<file path="config.mk">
export PLATFORM = sky130hd
export DESIGN_NAME = sccr_regs
export DESIGN_NICKNAME = d
export VERILOG_FILES = /design/src/sccr_pkg.sv /design/src/sccr_region_bank.sv /design/src/sccr_op_decode.sv /design/src/sccr_regs.sv
export SDC_FILE = /design/constraint.sdc
export NUM_CORES = 1
export LEC_CHECK = 0
export BUFFER_PORTS_ARGS = -buffer_cell sky130_fd_sc_hd__clkbuf_2
export CORE_MARGIN = 2
export CORE_UTILIZATION = 40
export CTS_CLUSTER_SIZE = 25
export DETAILED_ROUTE_END_ITERATION = 6
export GPL_TIMING_DRIVEN = 0
export MAX_ROUTING_LAYER = met4
export SYNTH_ARGS = -nofsm -noshare
export SYNTH_HDL_FRONTEND = slang
export SYNTH_SLANG_ARGS = --single-unit
</file>
<file path="constraint.sdc">
create_clock -name core_clk_i -period 6.5 [get_ports core_clk_i]
set_clock_uncertainty 0.2 [all_clocks]
set_input_delay 0.975 -clock core_clk_i [delete_from_list [all_inputs] [get_ports core_clk_i]]
set_output_delay 0.975 -clock core_clk_i [all_outputs]
set_load 0.02 [all_outputs]
</file>
<file path="src/sccr_pkg.sv">
// sccr_pkg.sv - constants, types and state names for the system control
// coprocessor register bank.
// assumes: used by sccr_regs, its two leaf modules, the checker and the bench.
//
// Behaviour
// - decode sixteen register numbers, some shared
// - shared numbers pick function by variant strap, selectors
// - mmu control/base/domain/fault registers store, read back
// - any cache operation write invalidates whole cache
// - tlb operation write of zero flushes tlb
// - tlb write with bit0 set flushes one entry
// - process identifier register stores and reads back
// - protection control registers are plain storage
// - region definition holds base, size, enable together
// - eight region definitions chosen by region index
package sccr_pkg;

  // ---------------------------------------------------------------
  // register numbers
  // ---------------------------------------------------------------
  localparam logic [3:0] REG_IDENT = 4'h0;
  localparam logic [3:0] REG_CTRL = 4'h1;
  localparam logic [3:0] REG_TBASE = 4'h2;
  localparam logic [3:0] REG_DOMAIN = 4'h3;
  localparam logic [3:0] REG_FSTAT = 4'h5;
  localparam logic [3:0] REG_FADDR = 4'h6;
  localparam logic [3:0] REG_CACHE_OP = 4'h7;
  localparam logic [3:0] REG_TLB_OP = 4'h8;
  localparam logic [3:0] REG_PROC_ID = 4'hd;

  // ---------------------------------------------------------------
  // region definition layout and reset values
  // ---------------------------------------------------------------
  localparam int REGION_COUNT = 8;
  localparam int REGION_EN_BIT = 0;
  localparam int REGION_SIZE_LSB = 1;
  localparam int REGION_SIZE_MSB = 5;
  localparam int REGION_BASE_LSB = 12;
  localparam logic [31:0] REGION_MASK = 32'hffff_f03f;
  localparam logic [31:0] RESET_WORD = 32'h0000_0000;
  // tlb entry whose single-entry flush bit is bit 0
  localparam int TLB_SINGLE_BIT = 0;
  localparam logic [31:0] TLB_VA_MASK = 32'hffff_fffe;

  // ---------------------------------------------------------------
  // transfer carrier and cache/tlb operation carrier
  // ---------------------------------------------------------------
  typedef struct packed {
    logic valid;
    logic write;
    logic [3:0] num;
    logic [31:0] data;
  } sccr_req_t;

  typedef struct packed {
    logic cache_inval_all;
    logic tlb_inval_all;
    logic tlb_inval_one;
    logic [31:0] tlb_va;
  } sccr_ops_t;

  typedef enum logic [1:0] {
    SCCR_IDLE,
    SCCR_ANSWER
  } sccr_state_t;

endpackage

</file>
<file path="src/sccr_region_bank.sv">
// sccr_region_bank.sv - eight region definitions for the protection unit.
// assumes: write strobe and index come from the register bank on the
// same clock.
`timescale 1ns/1ps
`default_nettype none
module sccr_region_bank (
  // clock and reset
  input wire logic core_clk_i,
  input wire logic reset_n_i,
  // access
  input wire logic wr_i,
  input wire logic [2:0] index_i,
  input wire logic [31:0] wdata_i,
  // read port
  output logic [31:0] rdata_o
);

  // ---------------------------------------------------------------
  // storage
  // ---------------------------------------------------------------
  logic [31:0] region [sccr_pkg::REGION_COUNT]; // base/size/enable words
  logic [31:0] next_region [sccr_pkg::REGION_COUNT];

  // one entry per region; only the indexed one takes the word
  genvar g;
  generate
    for (g = 0; g < sccr_pkg::REGION_COUNT; g++) begin : g_region
      // base, size and enable move as one word
      always_comb begin
        next_region[g] = region[g];
        if (wr_i && index_i == 3'(g)) begin
          next_region[g] = wdata_i & sccr_pkg::REGION_MASK;
        end
      end
      always_ff @(posedge core_clk_i) begin
        if (!reset_n_i) begin
          region[g] <= sccr_pkg::RESET_WORD;
        end else begin
          region[g] <= next_region[g];
        end
      end
    end
  endgenerate

  // index selects the read word too
  assign rdata_o = region[index_i];

endmodule
`default_nettype wire

</file>
<file path="src/sccr_op_decode.sv">
// sccr_op_decode.sv - turns writes to the operation registers into
// one-cycle cache and tlb invalidate pulses.
// assumes: wr strobes are single-cycle from the register bank.
`timescale 1ns/1ps
`default_nettype none
module sccr_op_decode (
  // write strobes
  input wire logic cache_wr_i,
  input wire logic tlb_wr_i,
  input wire logic [31:0] wdata_i,
  // decoded operation
  output sccr_pkg::sccr_ops_t ops_o
);

  // ---------------------------------------------------------------
  // decode
  // ---------------------------------------------------------------
  always_comb begin
    ops_o = '0;
    // value is ignored: every write flushes the whole cache
    ops_o.cache_inval_all = cache_wr_i;
    if (tlb_wr_i) begin
      if (wdata_i[sccr_pkg::TLB_SINGLE_BIT]) begin
        ops_o.tlb_inval_one = 1'b1;
        ops_o.tlb_va = wdata_i & sccr_pkg::TLB_VA_MASK;
      end else if (wdata_i == sccr_pkg::RESET_WORD) begin
        ops_o.tlb_inval_all = 1'b1;
      end
      // other even nonzero values have no defined meaning: ignored
    end
  end

endmodule
`default_nettype wire

</file>
<file path="src/sccr_regs.sv">
// sccr_regs.sv - system control coprocessor register bank, top level.
// assumes: the core issues at most one transfer per cycle on core_clk_i;
// variant and process-id presence are static inputs from the core.
`timescale 1ns/1ps
`default_nettype none
module sccr_regs #(
  // identification word; value is arbitrary
  parameter logic [31:0] ID_VALUE = 32'h0000_1234
) (
  // clock and reset
  input wire logic core_clk_i,
  input wire logic reset_n_i,
  // configuration straps, static while running
  input wire logic prot_variant_i,
  input wire logic pid_present_i,
  // selectors
  input wire logic cache_side_selector_i,
  input wire logic [2:0] region_index_selector_i,
  // coprocessor transfer request
  input wire logic req_valid_i,
  input wire logic req_write_i,
  input wire logic [3:0] req_num_i,
  input wire logic [31:0] req_wdata_i,
  // read answer
  output logic rsp_valid_o,
  output logic [31:0] rsp_rdata_o,
  // cache and tlb maintenance pulses
  output logic cache_inval_all_o,
  output logic tlb_inval_all_o,
  output logic tlb_inval_one_o,
  output logic [31:0] tlb_inval_va_o,
  // live control word for the core
  output logic [31:0] system_control_o
);

  // ---------------------------------------------------------------
  // request carrier
  // ---------------------------------------------------------------
  sccr_pkg::sccr_req_t req; // bundled transfer from the core
  assign req.valid = req_valid_i;
  assign req.write = req_write_i;
  assign req.num = req_num_i;
  assign req.data = req_wdata_i;

  logic wr; // write this cycle
  assign wr = req.valid && req.write;

  // ---------------------------------------------------------------
  // stored registers
  // ---------------------------------------------------------------
  logic [31:0] system_control; // shared by both variants
  logic [31:0] table_base_or_cache_ctrl;
  logic [31:0] domain_or_buffer_ctrl;
  logic [31:0] fault_status_or_protection;
  logic [31:0] prefetch_fault_status; // second side of fault status
  logic [31:0] fault_address;
  logic [31:0] process_identifier;
  logic [31:0] next_system_control;
  logic [31:0] next_table_base_or_cache_ctrl;
  logic [31:0] next_domain_or_buffer_ctrl;
  logic [31:0] next_fault_status_or_protection;
  logic [31:0] next_prefetch_fault_status;
  logic [31:0] next_fault_address;
  logic [31:0] next_process_identifier;

  // write decode; identification and unknown numbers fall through
  always_comb begin
    next_system_control = system_control;
    next_table_base_or_cache_ctrl = table_base_or_cache_ctrl;
    next_domain_or_buffer_ctrl = domain_or_buffer_ctrl;
    next_fault_status_or_protection = fault_status_or_protection;
    next_prefetch_fault_status = prefetch_fault_status;
    next_fault_address = fault_address;
    next_process_identifier = process_identifier;
    if (wr) begin
      case (req.num)
        sccr_pkg::REG_CTRL: begin
          next_system_control = req.data;
        end
        sccr_pkg::REG_TBASE: begin
          next_table_base_or_cache_ctrl = req.data;
        end
        sccr_pkg::REG_DOMAIN: begin
          next_domain_or_buffer_ctrl = req.data;
        end
        sccr_pkg::REG_FSTAT: begin
          // mmu side selector picks data or prefetch fault status
          if (!prot_variant_i && cache_side_selector_i) begin
            next_prefetch_fault_status = req.data;
          end else begin
            next_fault_status_or_protection = req.data;
          end
        end
        sccr_pkg::REG_FADDR: begin
          // protection variant routes to the region bank instead
          if (!prot_variant_i) begin
            next_fault_address = req.data;
          end
        end
        sccr_pkg::REG_PROC_ID: begin
          if (pid_present_i && !prot_variant_i) begin
            next_process_identifier = req.data;
          end
        end
        default: begin
          // identification and unmapped numbers: write dropped
          next_system_control = system_control;
        end
      endcase
    end
  end

  // register the stored values
  always_ff @(posedge core_clk_i) begin
    if (!reset_n_i) begin
      system_control <= sccr_pkg::RESET_WORD;
      table_base_or_cache_ctrl <= sccr_pkg::RESET_WORD;
      domain_or_buffer_ctrl <= sccr_pkg::RESET_WORD;
      fault_status_or_protection <= sccr_pkg::RESET_WORD;
      prefetch_fault_status <= sccr_pkg::RESET_WORD;
      fault_address <= sccr_pkg::RESET_WORD;
      process_identifier <= sccr_pkg::RESET_WORD;
    end else begin
      system_control <= next_system_control;
      table_base_or_cache_ctrl <= next_table_base_or_cache_ctrl;
      domain_or_buffer_ctrl <= next_domain_or_buffer_ctrl;
      fault_status_or_protection <= next_fault_status_or_protection;
      prefetch_fault_status <= next_prefetch_fault_status;
      fault_address <= next_fault_address;
      process_identifier <= next_process_identifier;
    end
  end

  // ---------------------------------------------------------------
  // region definitions (protection variant)
  // ---------------------------------------------------------------
  logic region_wr; // write to region number in protection mode
  logic [31:0] region_rdata;
  assign region_wr = wr && prot_variant_i
    && req.num == sccr_pkg::REG_FADDR;

  sccr_region_bank u_region_bank (
    .core_clk_i(core_clk_i),
    .reset_n_i(reset_n_i),
    .wr_i(region_wr),
    .index_i(region_index_selector_i),
    .wdata_i(req.data),
    .rdata_o(region_rdata)
  );

  // ---------------------------------------------------------------
  // operation registers
  // ---------------------------------------------------------------
  sccr_pkg::sccr_ops_t ops; // decoded maintenance request
  logic cache_wr;
  logic tlb_wr;
  assign cache_wr = wr && req.num == sccr_pkg::REG_CACHE_OP;
  // tlb operations exist only with translation hardware
  assign tlb_wr = wr && !prot_variant_i
    && req.num == sccr_pkg::REG_TLB_OP;

  sccr_op_decode u_op_decode (
    .cache_wr_i(cache_wr),
    .tlb_wr_i(tlb_wr),
    .wdata_i(req.data),
    .ops_o(ops)
  );

  // ---------------------------------------------------------------
  // read answer
  // ---------------------------------------------------------------
  logic [31:0] read_word; // selected read value
  always_comb begin
    read_word = '0;
    case (req.num)
      sccr_pkg::REG_IDENT: read_word = ID_VALUE;
      sccr_pkg::REG_CTRL: read_word = system_control;
      sccr_pkg::REG_TBASE: read_word = table_base_or_cache_ctrl;
      sccr_pkg::REG_DOMAIN: read_word = domain_or_buffer_ctrl;
      sccr_pkg::REG_FSTAT: begin
        if (!prot_variant_i && cache_side_selector_i) begin
          read_word = prefetch_fault_status;
        end else begin
          read_word = fault_status_or_protection;
        end
      end
      sccr_pkg::REG_FADDR: begin
        // same number, different meaning per variant
        read_word = prot_variant_i ? region_rdata : fault_address;
      end
      sccr_pkg::REG_PROC_ID: begin
        if (pid_present_i && !prot_variant_i) begin
          read_word = process_identifier;
        end
      end
      // operation registers are write-only and read zero
      default: read_word = '0;
    endcase
  end

  // ---------------------------------------------------------------
  // output stage: answer one cycle after a read, all outputs flopped
  // ---------------------------------------------------------------
  sccr_pkg::sccr_state_t state; // answer phase
  sccr_pkg::sccr_state_t next_state;
  logic [31:0] next_rsp_rdata;
  sccr_pkg::sccr_ops_t ops_q; // registered maintenance pulses

  // read answer phase; reads may follow back to back
  always_comb begin
    next_state = sccr_pkg::SCCR_IDLE;
    next_rsp_rdata = rsp_rdata_o;
    case (state)
      sccr_pkg::SCCR_IDLE,
      sccr_pkg::SCCR_ANSWER: begin
        if (req.valid && !req.write) begin
          next_state = sccr_pkg::SCCR_ANSWER;
          next_rsp_rdata = read_word;
        end
      end
      default: next_state = sccr_pkg::SCCR_IDLE;
    endcase
  end

  // register answer and pulses
  always_ff @(posedge core_clk_i) begin
    if (!reset_n_i) begin
      state <= sccr_pkg::SCCR_IDLE;
      rsp_rdata_o <= sccr_pkg::RESET_WORD;
      ops_q <= '0;
    end else begin
      state <= next_state;
      rsp_rdata_o <= next_rsp_rdata;
      ops_q <= ops;
    end
  end

  assign rsp_valid_o = (state == sccr_pkg::SCCR_ANSWER);
  assign cache_inval_all_o = ops_q.cache_inval_all;
  assign tlb_inval_all_o = ops_q.tlb_inval_all;
  assign tlb_inval_one_o = ops_q.tlb_inval_one;
  assign tlb_inval_va_o = ops_q.tlb_va;
  assign system_control_o = system_control;

endmodule
`default_nettype wire

</file>
==> results of run 1 <==
[cells by family after synthesis]
group | count (synthesis) | share of synthesized area
AND/OR/NAND/NOR | 862 | 0.192
multiplexers | 124 | 0.0894
other | 1 | 0.000174
AO/OA/AOI/OAI | 402 | 0.115
buffers and inverters | 219 | 0.0434
flip-flops | 499 | 0.560
[metrics by stage]
step / worst slack (ns) / util / power (mW) / TNS, ns
2_1_floorplan: 2.06 / - / 3.66 / 0
3_3_place_gp: -0.287 / 0.429 / 3.82 / -10.28
3_5_place_dp: 2.48 / 0.435 / 3.84 / 0
4_1_cts: 3.12 / 0.468 / 6.93 / 0
5_1_grt: 3.02 / 0.468 / 7.08 / 0
6_report: 3.03 / 0.468 / 6.89 / 0
[placed cells by master (no fill, tap or decap), types with 8 or more instances in the layout]
| cell | Yosys | final |
|---|---|---|
| edfxtp_1 | 208 | 208 |
| nand2_1 | 544 | 544 |
| mux2_2 | 18 | 18 |
| dfxtp_1 | 291 | 291 |
| buf_2 | 60 | 60 |
| a21oi_1 | 228 | 228 |
| mux2i_1 | 48 | 48 |
| a31o_1 | 20 | 20 |
| and2_1 | 245 | 245 |
| clkinv_2 | 0 | 8 |
| mux2_4 | 8 | 8 |
| clkbuf_1 | 135 | 150 |
| o211ai_1 | 18 | 18 |
| a221oi_1 | 34 | 34 |
| a222oi_1 | 18 | 18 |
| nand2b_1 | 11 | 11 |
| clkbuf_16 | 0 | 54 |
| nor4_1 | 11 | 11 |
| clkbuf_8 | 0 | 11 |
| nand3_1 | 10 | 10 |
| o21ai_0 | 38 | 32 |
| a22oi_1 | 20 | 20 |
| clkbuf_2 | 10 | 117 |
| mux4_2 | 50 | 50 |
[routing by layer]
layer  part of all wire  up-vias  routed length [um]  global-route usage
met2               0.47      728               33200               0.415
met4              0.038        0                2660              0.0961
met1               0.41     8177               28500               0.316
met5                  0        -                   0                   -
li1                   -     7670                   -                   -
met3              0.079      149                5550              0.0490
[critical path, stage by stage]
cell,delay [ns]
clkbuf_2,0.13
clkbuf_1,0.75
clkbuf_1,0.94
o31ai_4,0.36
buf_6,0.27
buf_16,0.16
[cell type report]
class / count / area [um2]
fillers: 5005 / 28500
flip-flops and latches: 499 / 12100
multi-input cells: 1389 / 8660
clock buffers: 80 / 1560
plain buffers: 213 / 913
well taps: 696 / 871
repair buffers: 117 / 767
clock inverters: 21 / 233
inverters: 6 / 22.5
diodes: 2 / 5.00
[flip-flops by register name (all words and copies together) (netlist names), 31 cells and up]
register / count
fault_address: 32
tlb_inval_va_o: 31
fault_status_or_protection: 32
prefetch_fault_status: 32
rsp_rdata_o: 32
u_region_bank.region: 208
system_control_o: 32
table_base_or_cache_ctrl: 32
domain_or_buffer_ctrl: 32
process_identifier: 32
[cell usage after synthesis (all sizes together)]
library cell	number	area, um2
nand2b	12	82.6
and2b	1	7.51
a21o	1	7.51
dfxtp	291	5830
a22oi	20	150
inv	6	22.5
nand2	544	2040
nor4b	4	56.3
nor3	8	92.6
nand4	2	12.5
nand3b	2	27.5
a2111oi	1	8.76
nor2b	6	37.5
conb	1	3.75
nand3	11	67.6
o31ai	2	15.0
o2111ai	1	8.76
and2	245	1530
o221ai	6	52.6
buf	68	357
a211oi	4	30.0
o21ai	38	190
nor3b	1	12.5
and4	1	11.3
mux4	50	1130
nor2	12	70.1
nor4	12	81.3
mux2i	48	480
a222oi	18	180
a31o	25	219
clkbuf	145	557
o211ai	18	135
a2bb2oi	5	43.8
a221oi	34	298
a21oi	228	1140
or2	1	6.26
a221o	1	10.0
edfxtp	208	6250
mux2	26	323
[power by group through the flow]
stage	combinational, mW	clock (mW)	sequential [mW]
after global placement	0.395	0	3.42
final	0.425	3.11	3.35
after detailed placement	0.421	0	3.42
after CTS	0.423	3.15	3.35
after global routing	0.447	3.28	3.36
after floorplan	0.241	0	3.42
[how the worst max path moves through the flow]
stage                                             end  slack (ns)  depth (start not counted)
final                     u_region_bank.region[4][16]        3.03                          6
after global routing      u_region_bank.region[4][16]        3.02                          6
after CTS                 u_region_bank.region[4][16]        3.12                          6
after detailed placement   u_region_bank.region[4][5]        2.48                          6
after global placement     u_region_bank.region[4][5]       -0.29                          5
after floorplan            u_region_bank.region[4][0]        2.06                          5
==> results.ini, run 1 <==
[critical_path]
critPathLaunch=reset_n_i
r2r-start=u_region_bank.region[1][12]
path_max_fanout=14
rrSetupSlack_ns=4.52
start_kind=primary input
endpoint_kind=flip-flop
critPathKind=primary input to flip-flop
worstPathRequired_ns=6.66
rr_endpoint=rsp_rdata_o[12]
arrival_ns=3.62
reg2regPathDepth=4

[synthesis]
ys.warnings.count=0
ys_seq_elements=499
synth_cells=2107
syn_nets=2153
synthesis.area_um2=21600
yosysSeqAreaShare=0.560
ys_types=54
avgSynthCellArea_um2=10.2

[timing]
min_period_ns=3.47
min_period_over_period=0.533
setup_viol=0
drv_slew=0
hold_viol=0
worst_hold_slack_ns=0.251
relSlewSlack=0.212
fmax_mhz=289
max_slew.worst_pin.slew_ns=1.18
rsz0062_at_grt=false

[floorplanning]
fp.dieArea_um2=55800
rows=85
die_h_um=236
io_pins=146
core-area_um2=53600
die_x_um=236
initial_core_util=0.402

[clocking]
cts_hold_buf=0
clk_pin_slew_ns=0.06
clkSinkCount=499
tritoncts=yes
numCtsBuffers=54
cts_max_path_buffers=3
post_cts_resized=0
cts-root-buf=clkbuf_16
htree_levels=2
clkLatencyLatePin_ns=0.61
post_cts_buffers=0

[place]
port_buffers=107
post-place-cells=2920
dp_hpwl_mm=51.7
place.gp.congestion=0.953
place_area_um2=23300

[finish]
area_growth_pct=16.4
drive_gt1_frac=0.166
finalNetCount=2326
design_area_um2=25100
stdcell_count=3023

[worst_hold_path]
min_from=fault_address[25]
whs_path_depth=2
hold_class=flip-flop to flip-flop
holdPathEnd=fault_address[25]

[drt]
ant_nets=0
drt-pass1-iter-count=6
vias=16700
wl_per_cell_um=23.1
route.detailed.drc=0
wirelength_mm=69.9
first_iter_violations=1986
vias_per_cell=5.53

[power_and_ir_drop]
sequentialPowerShare=0.487
power_switching_mw=1.61
p_comb_frac=0.062
p_leak_nw=8.88
intPower_mw=5.28
p_clk_frac=0.452
switching_share=0.233
peakVddDrop_v=0.000197
powerDensity_nw_per_um2=274

[outcome]
status=finished, final reports clean

[global_route]
grt_max_degree=21
grtUsageTotal=0.255
antenna_found_initial=3
grt_pass1_wl_mm=103
grt_overflow_total=0
first_global_vias=16400

[flow_run]
maxCapViolCount=0

(Power assumes the default switching activity.)
==> inputs of run 2 (changes only) <==
--- a/config.mk
+++ b/config.mk
@@ -5,6 +5,7 @@
 export SDC_FILE = /design/constraint.sdc
 export NUM_CORES = 1
 export LEC_CHECK = 0
+export ABC_AREA = 1
 export BUFFER_PORTS_ARGS = -buffer_cell sky130_fd_sc_hd__clkbuf_2
 export CORE_MARGIN = 2
 export CORE_UTILIZATION = 40
==> constraint.sdc (replaced) <==
create_clock -name core_clk_i -period 3.2 [get_ports core_clk_i]
set_clock_uncertainty 0.2 [all_clocks]
set_input_delay 0.48 -clock core_clk_i [delete_from_list [all_inputs] [get_ports core_clk_i]]
set_output_delay 0.48 -clock core_clk_i [all_outputs]
set_load 0.02 [all_outputs]
==> run 2 against run 1 <==
Combinational power grew 130%. Sequential cell count is the same. Global-route usage grew 1.1 points. Synthesized cell count grew 25%. Clock power grew 100%. Critical path depth shrank 2. Area after synthesis shrank 1.3%. Routed wire length grew 3.4%. Clock-buffer cell count shrank 1. Sequential power grew 100%. Utilization grew 0.93 points. Power grew 110%. Largest power group unchanged. Highest routed layer unchanged.
==> results.ini, run 2 <==
[outcome]
status=finished, final reports clean

[worst_hold_path]
whs_path_depth=3
holdPathEnd=system_control_o[11]
hold_class=primary input to flip-flop
min_from=req_wdata_i[11]

[clocking]
clk_pin_slew_ns=0.06
cts-root-buf=clkbuf_16
tritoncts=yes
post_cts_buffers=0
numCtsBuffers=54
htree_levels=2
post_cts_resized=0
cts_max_path_buffers=3
clkSinkCount=499
cts_hold_buf=24
clkLatencyLatePin_ns=0.63

[critical_path]
path_max_fanout=26
rrSetupSlack_ns=1.55
arrival_ns=2.84
timing.critical_path.mode_cell=clkbuf_1
slowest_delay_ns=0.75
critPathKind=primary input to flip-flop
r2r-start=u_region_bank.region[5][0]
critPathSlowestCell=nand2_2
path_cells=buf_4, clkbuf_1, clkbuf_1, nand2_2
reg2regPathDepth=10
worstPathRequired_ns=3.13
endpoint_kind=flip-flop
rr_endpoint=rsp_rdata_o[0]
start_kind=primary input

[synthesis]
synth_edf_count=208
ys.warnings.count=0
synth_top_cell_area_share=0.293
synthesis.area_um2=21300
yosysTopAreaCell=edfxtp_1
synthTopCellsByArea=edfxtp_1 (29%), dfxtp_1 (27%), nand2_1 (14%)
yosysSeqAreaShare=0.567
ys_types=27
async_flop_share=0
synth.most_common_cell=nand2_1
synthFlopType=dfxtp_1
avgSynthCellArea_um2=8.10
ys_seq_elements=499
netlist_top_cells_count=nand2_1 (775), nor2_1 (343), dfxtp_1 (291), a21oi_1 (261), o21ai_0 (235)
synth_cells=2629
syn_nets=2675

[timing]
max_slew.worst_pin.slew_ns=1.01
min_period_ns=2.91
min_period_over_period=0.909
relSlewSlack=0.327
hold_viol=0
fmax_mhz=344
setup_viol=0
drv_slew=0
tns_ns=0
fin_ws_ns=0.293
rsz0062_at_grt=false

[drt]
vias=19300
drt-pass1-iter-count=6
wl_per_cell_um=20.1
ant_nets=0
first_iter_violations=1889
wirelength_mm=72.3
route.detailed.drc=0
vias_per_cell=5.37

[place]
port_buffers=141
dp_slack_ns=-0.288
place_area_um2=23100
dp_hpwl_mm=53.1
place.gp.congestion=0.904

[power_and_ir_drop]
powerDensity_nw_per_um2=564
p_leak_nw=10.3
peakVddDrop_v=0.000456

[global_route]
grt_max_degree=27
antenna_found_initial=1
grt_overflow_total=0
grtUsageTotal=0.266
first_global_vias=18500
grt_pass1_wl_mm=110

[finish]
final_common_cell=nand2_1
finish.utilization=0.478
area_growth_pct=17.9
fillers=5171
mostFrequentLayoutCells=nand2_1 (773), nor2_1 (343), dfxtp_1 (291)
top_register=u_region_bank.region
largest_reg_flops=208
multi_input_area_um2=8000
drive_gt1_frac=0.112
regArea_um2=12100
finalNetCount=2902
design_area_um2=25100

[floorplanning]
fp.dieArea_um2=55100
die_x_um=235
rows=84
initial_core_util=0.405
io_pins=146
core-area_um2=52600
die_h_um=235

[flow_run]
maxCapViolCount=0

[run 2: cell count changes in the layout (fill, tap and decap cells not counted), moves of 33 or more]
cell      previous run  this run
nand3_1             10       126
o21ai_0             32       229
nor2_1               6       343
a221oi_1            34         0
mux4_2              50         0
a21oi_1            228       261
inv_1                6       115
nand2_1            544       773
and2_1             245         0
mux2i_1             48         0
[run 2: worst max-delay path by stage]
stage,from,slack [ns],endpoint
after floorplan,req_num_i[2],-0.64,u_region_bank.region[2][0]
after global placement,req_num_i[1],-2.39,u_region_bank.region[2][18]
after detailed placement,reset_n_i,-0.29,u_region_bank.region[4][21]
after CTS,reset_n_i,0.35,u_region_bank.region[4][29]
after global routing,reset_n_i,0.27,u_region_bank.region[4][1]
final,reset_n_i,0.29,u_region_bank.region[4][29]
[run 2: critical path, delay by kind of cell]
family | cells | cell delay [ns]
buffers and inverters | 3 | 1.58
and+or+nand+nor | 1 | 0.75
[run 2: kinds of logic after synthesis]
logic type,count (synthesis),synth area share
other,1,0.000176
AND/OR/NAND/NOR,1287,0.247
buffers and inverters,319,0.0600
flip-flops,499,0.567
AO/OA/AOI/OAI,523,0.126
[run 2: stage by stage]
stage / instances / power (mW) / hold WS (ns)
finish: 3591 / 14.1 / 0.0247
global placement: 3458 / 7.88 / 0.235
CTS: 3590 / 14.2 / 0.000708
floorplan: 2629 / 7.49 / 0.224
detailed placement: 3464 / 7.92 / 0.241
global route: 3591 / 14.6 / 0.0101
[run 2: final cells by class]
type	count	share of cell area
flip-flops and latches	499	0.481
multi-input cells	1811	0.319
clock buffers	79	0.0628
repair buffers	171	0.0438
well taps	688	0.0343
plain buffers	195	0.0323
inverters	124	0.0185
clock inverters	23	0.00837
diodes	1	0.0000997
[run 2: routing by layer]
metal	part of all wire	vias to the layer above	routed length, um	track usage
li1	-	9082	-	-
met1	0.44	9275	31900	0.363
met2	0.45	761	32900	0.409
met3	0.071	154	5160	0.0370
met4	0.032	0	2340	0.0857
met5	0	-	0	-
[run 2: where the power goes]
| part | switching, mW | internal [mW] |
|---|---|---|
| Combinational | 0.751 | 0.242 |
| Sequential | 0.0510 | 6.78 |
| Clock | 2.67 | 3.66 |
| Total | 3.47 | 10.7 |
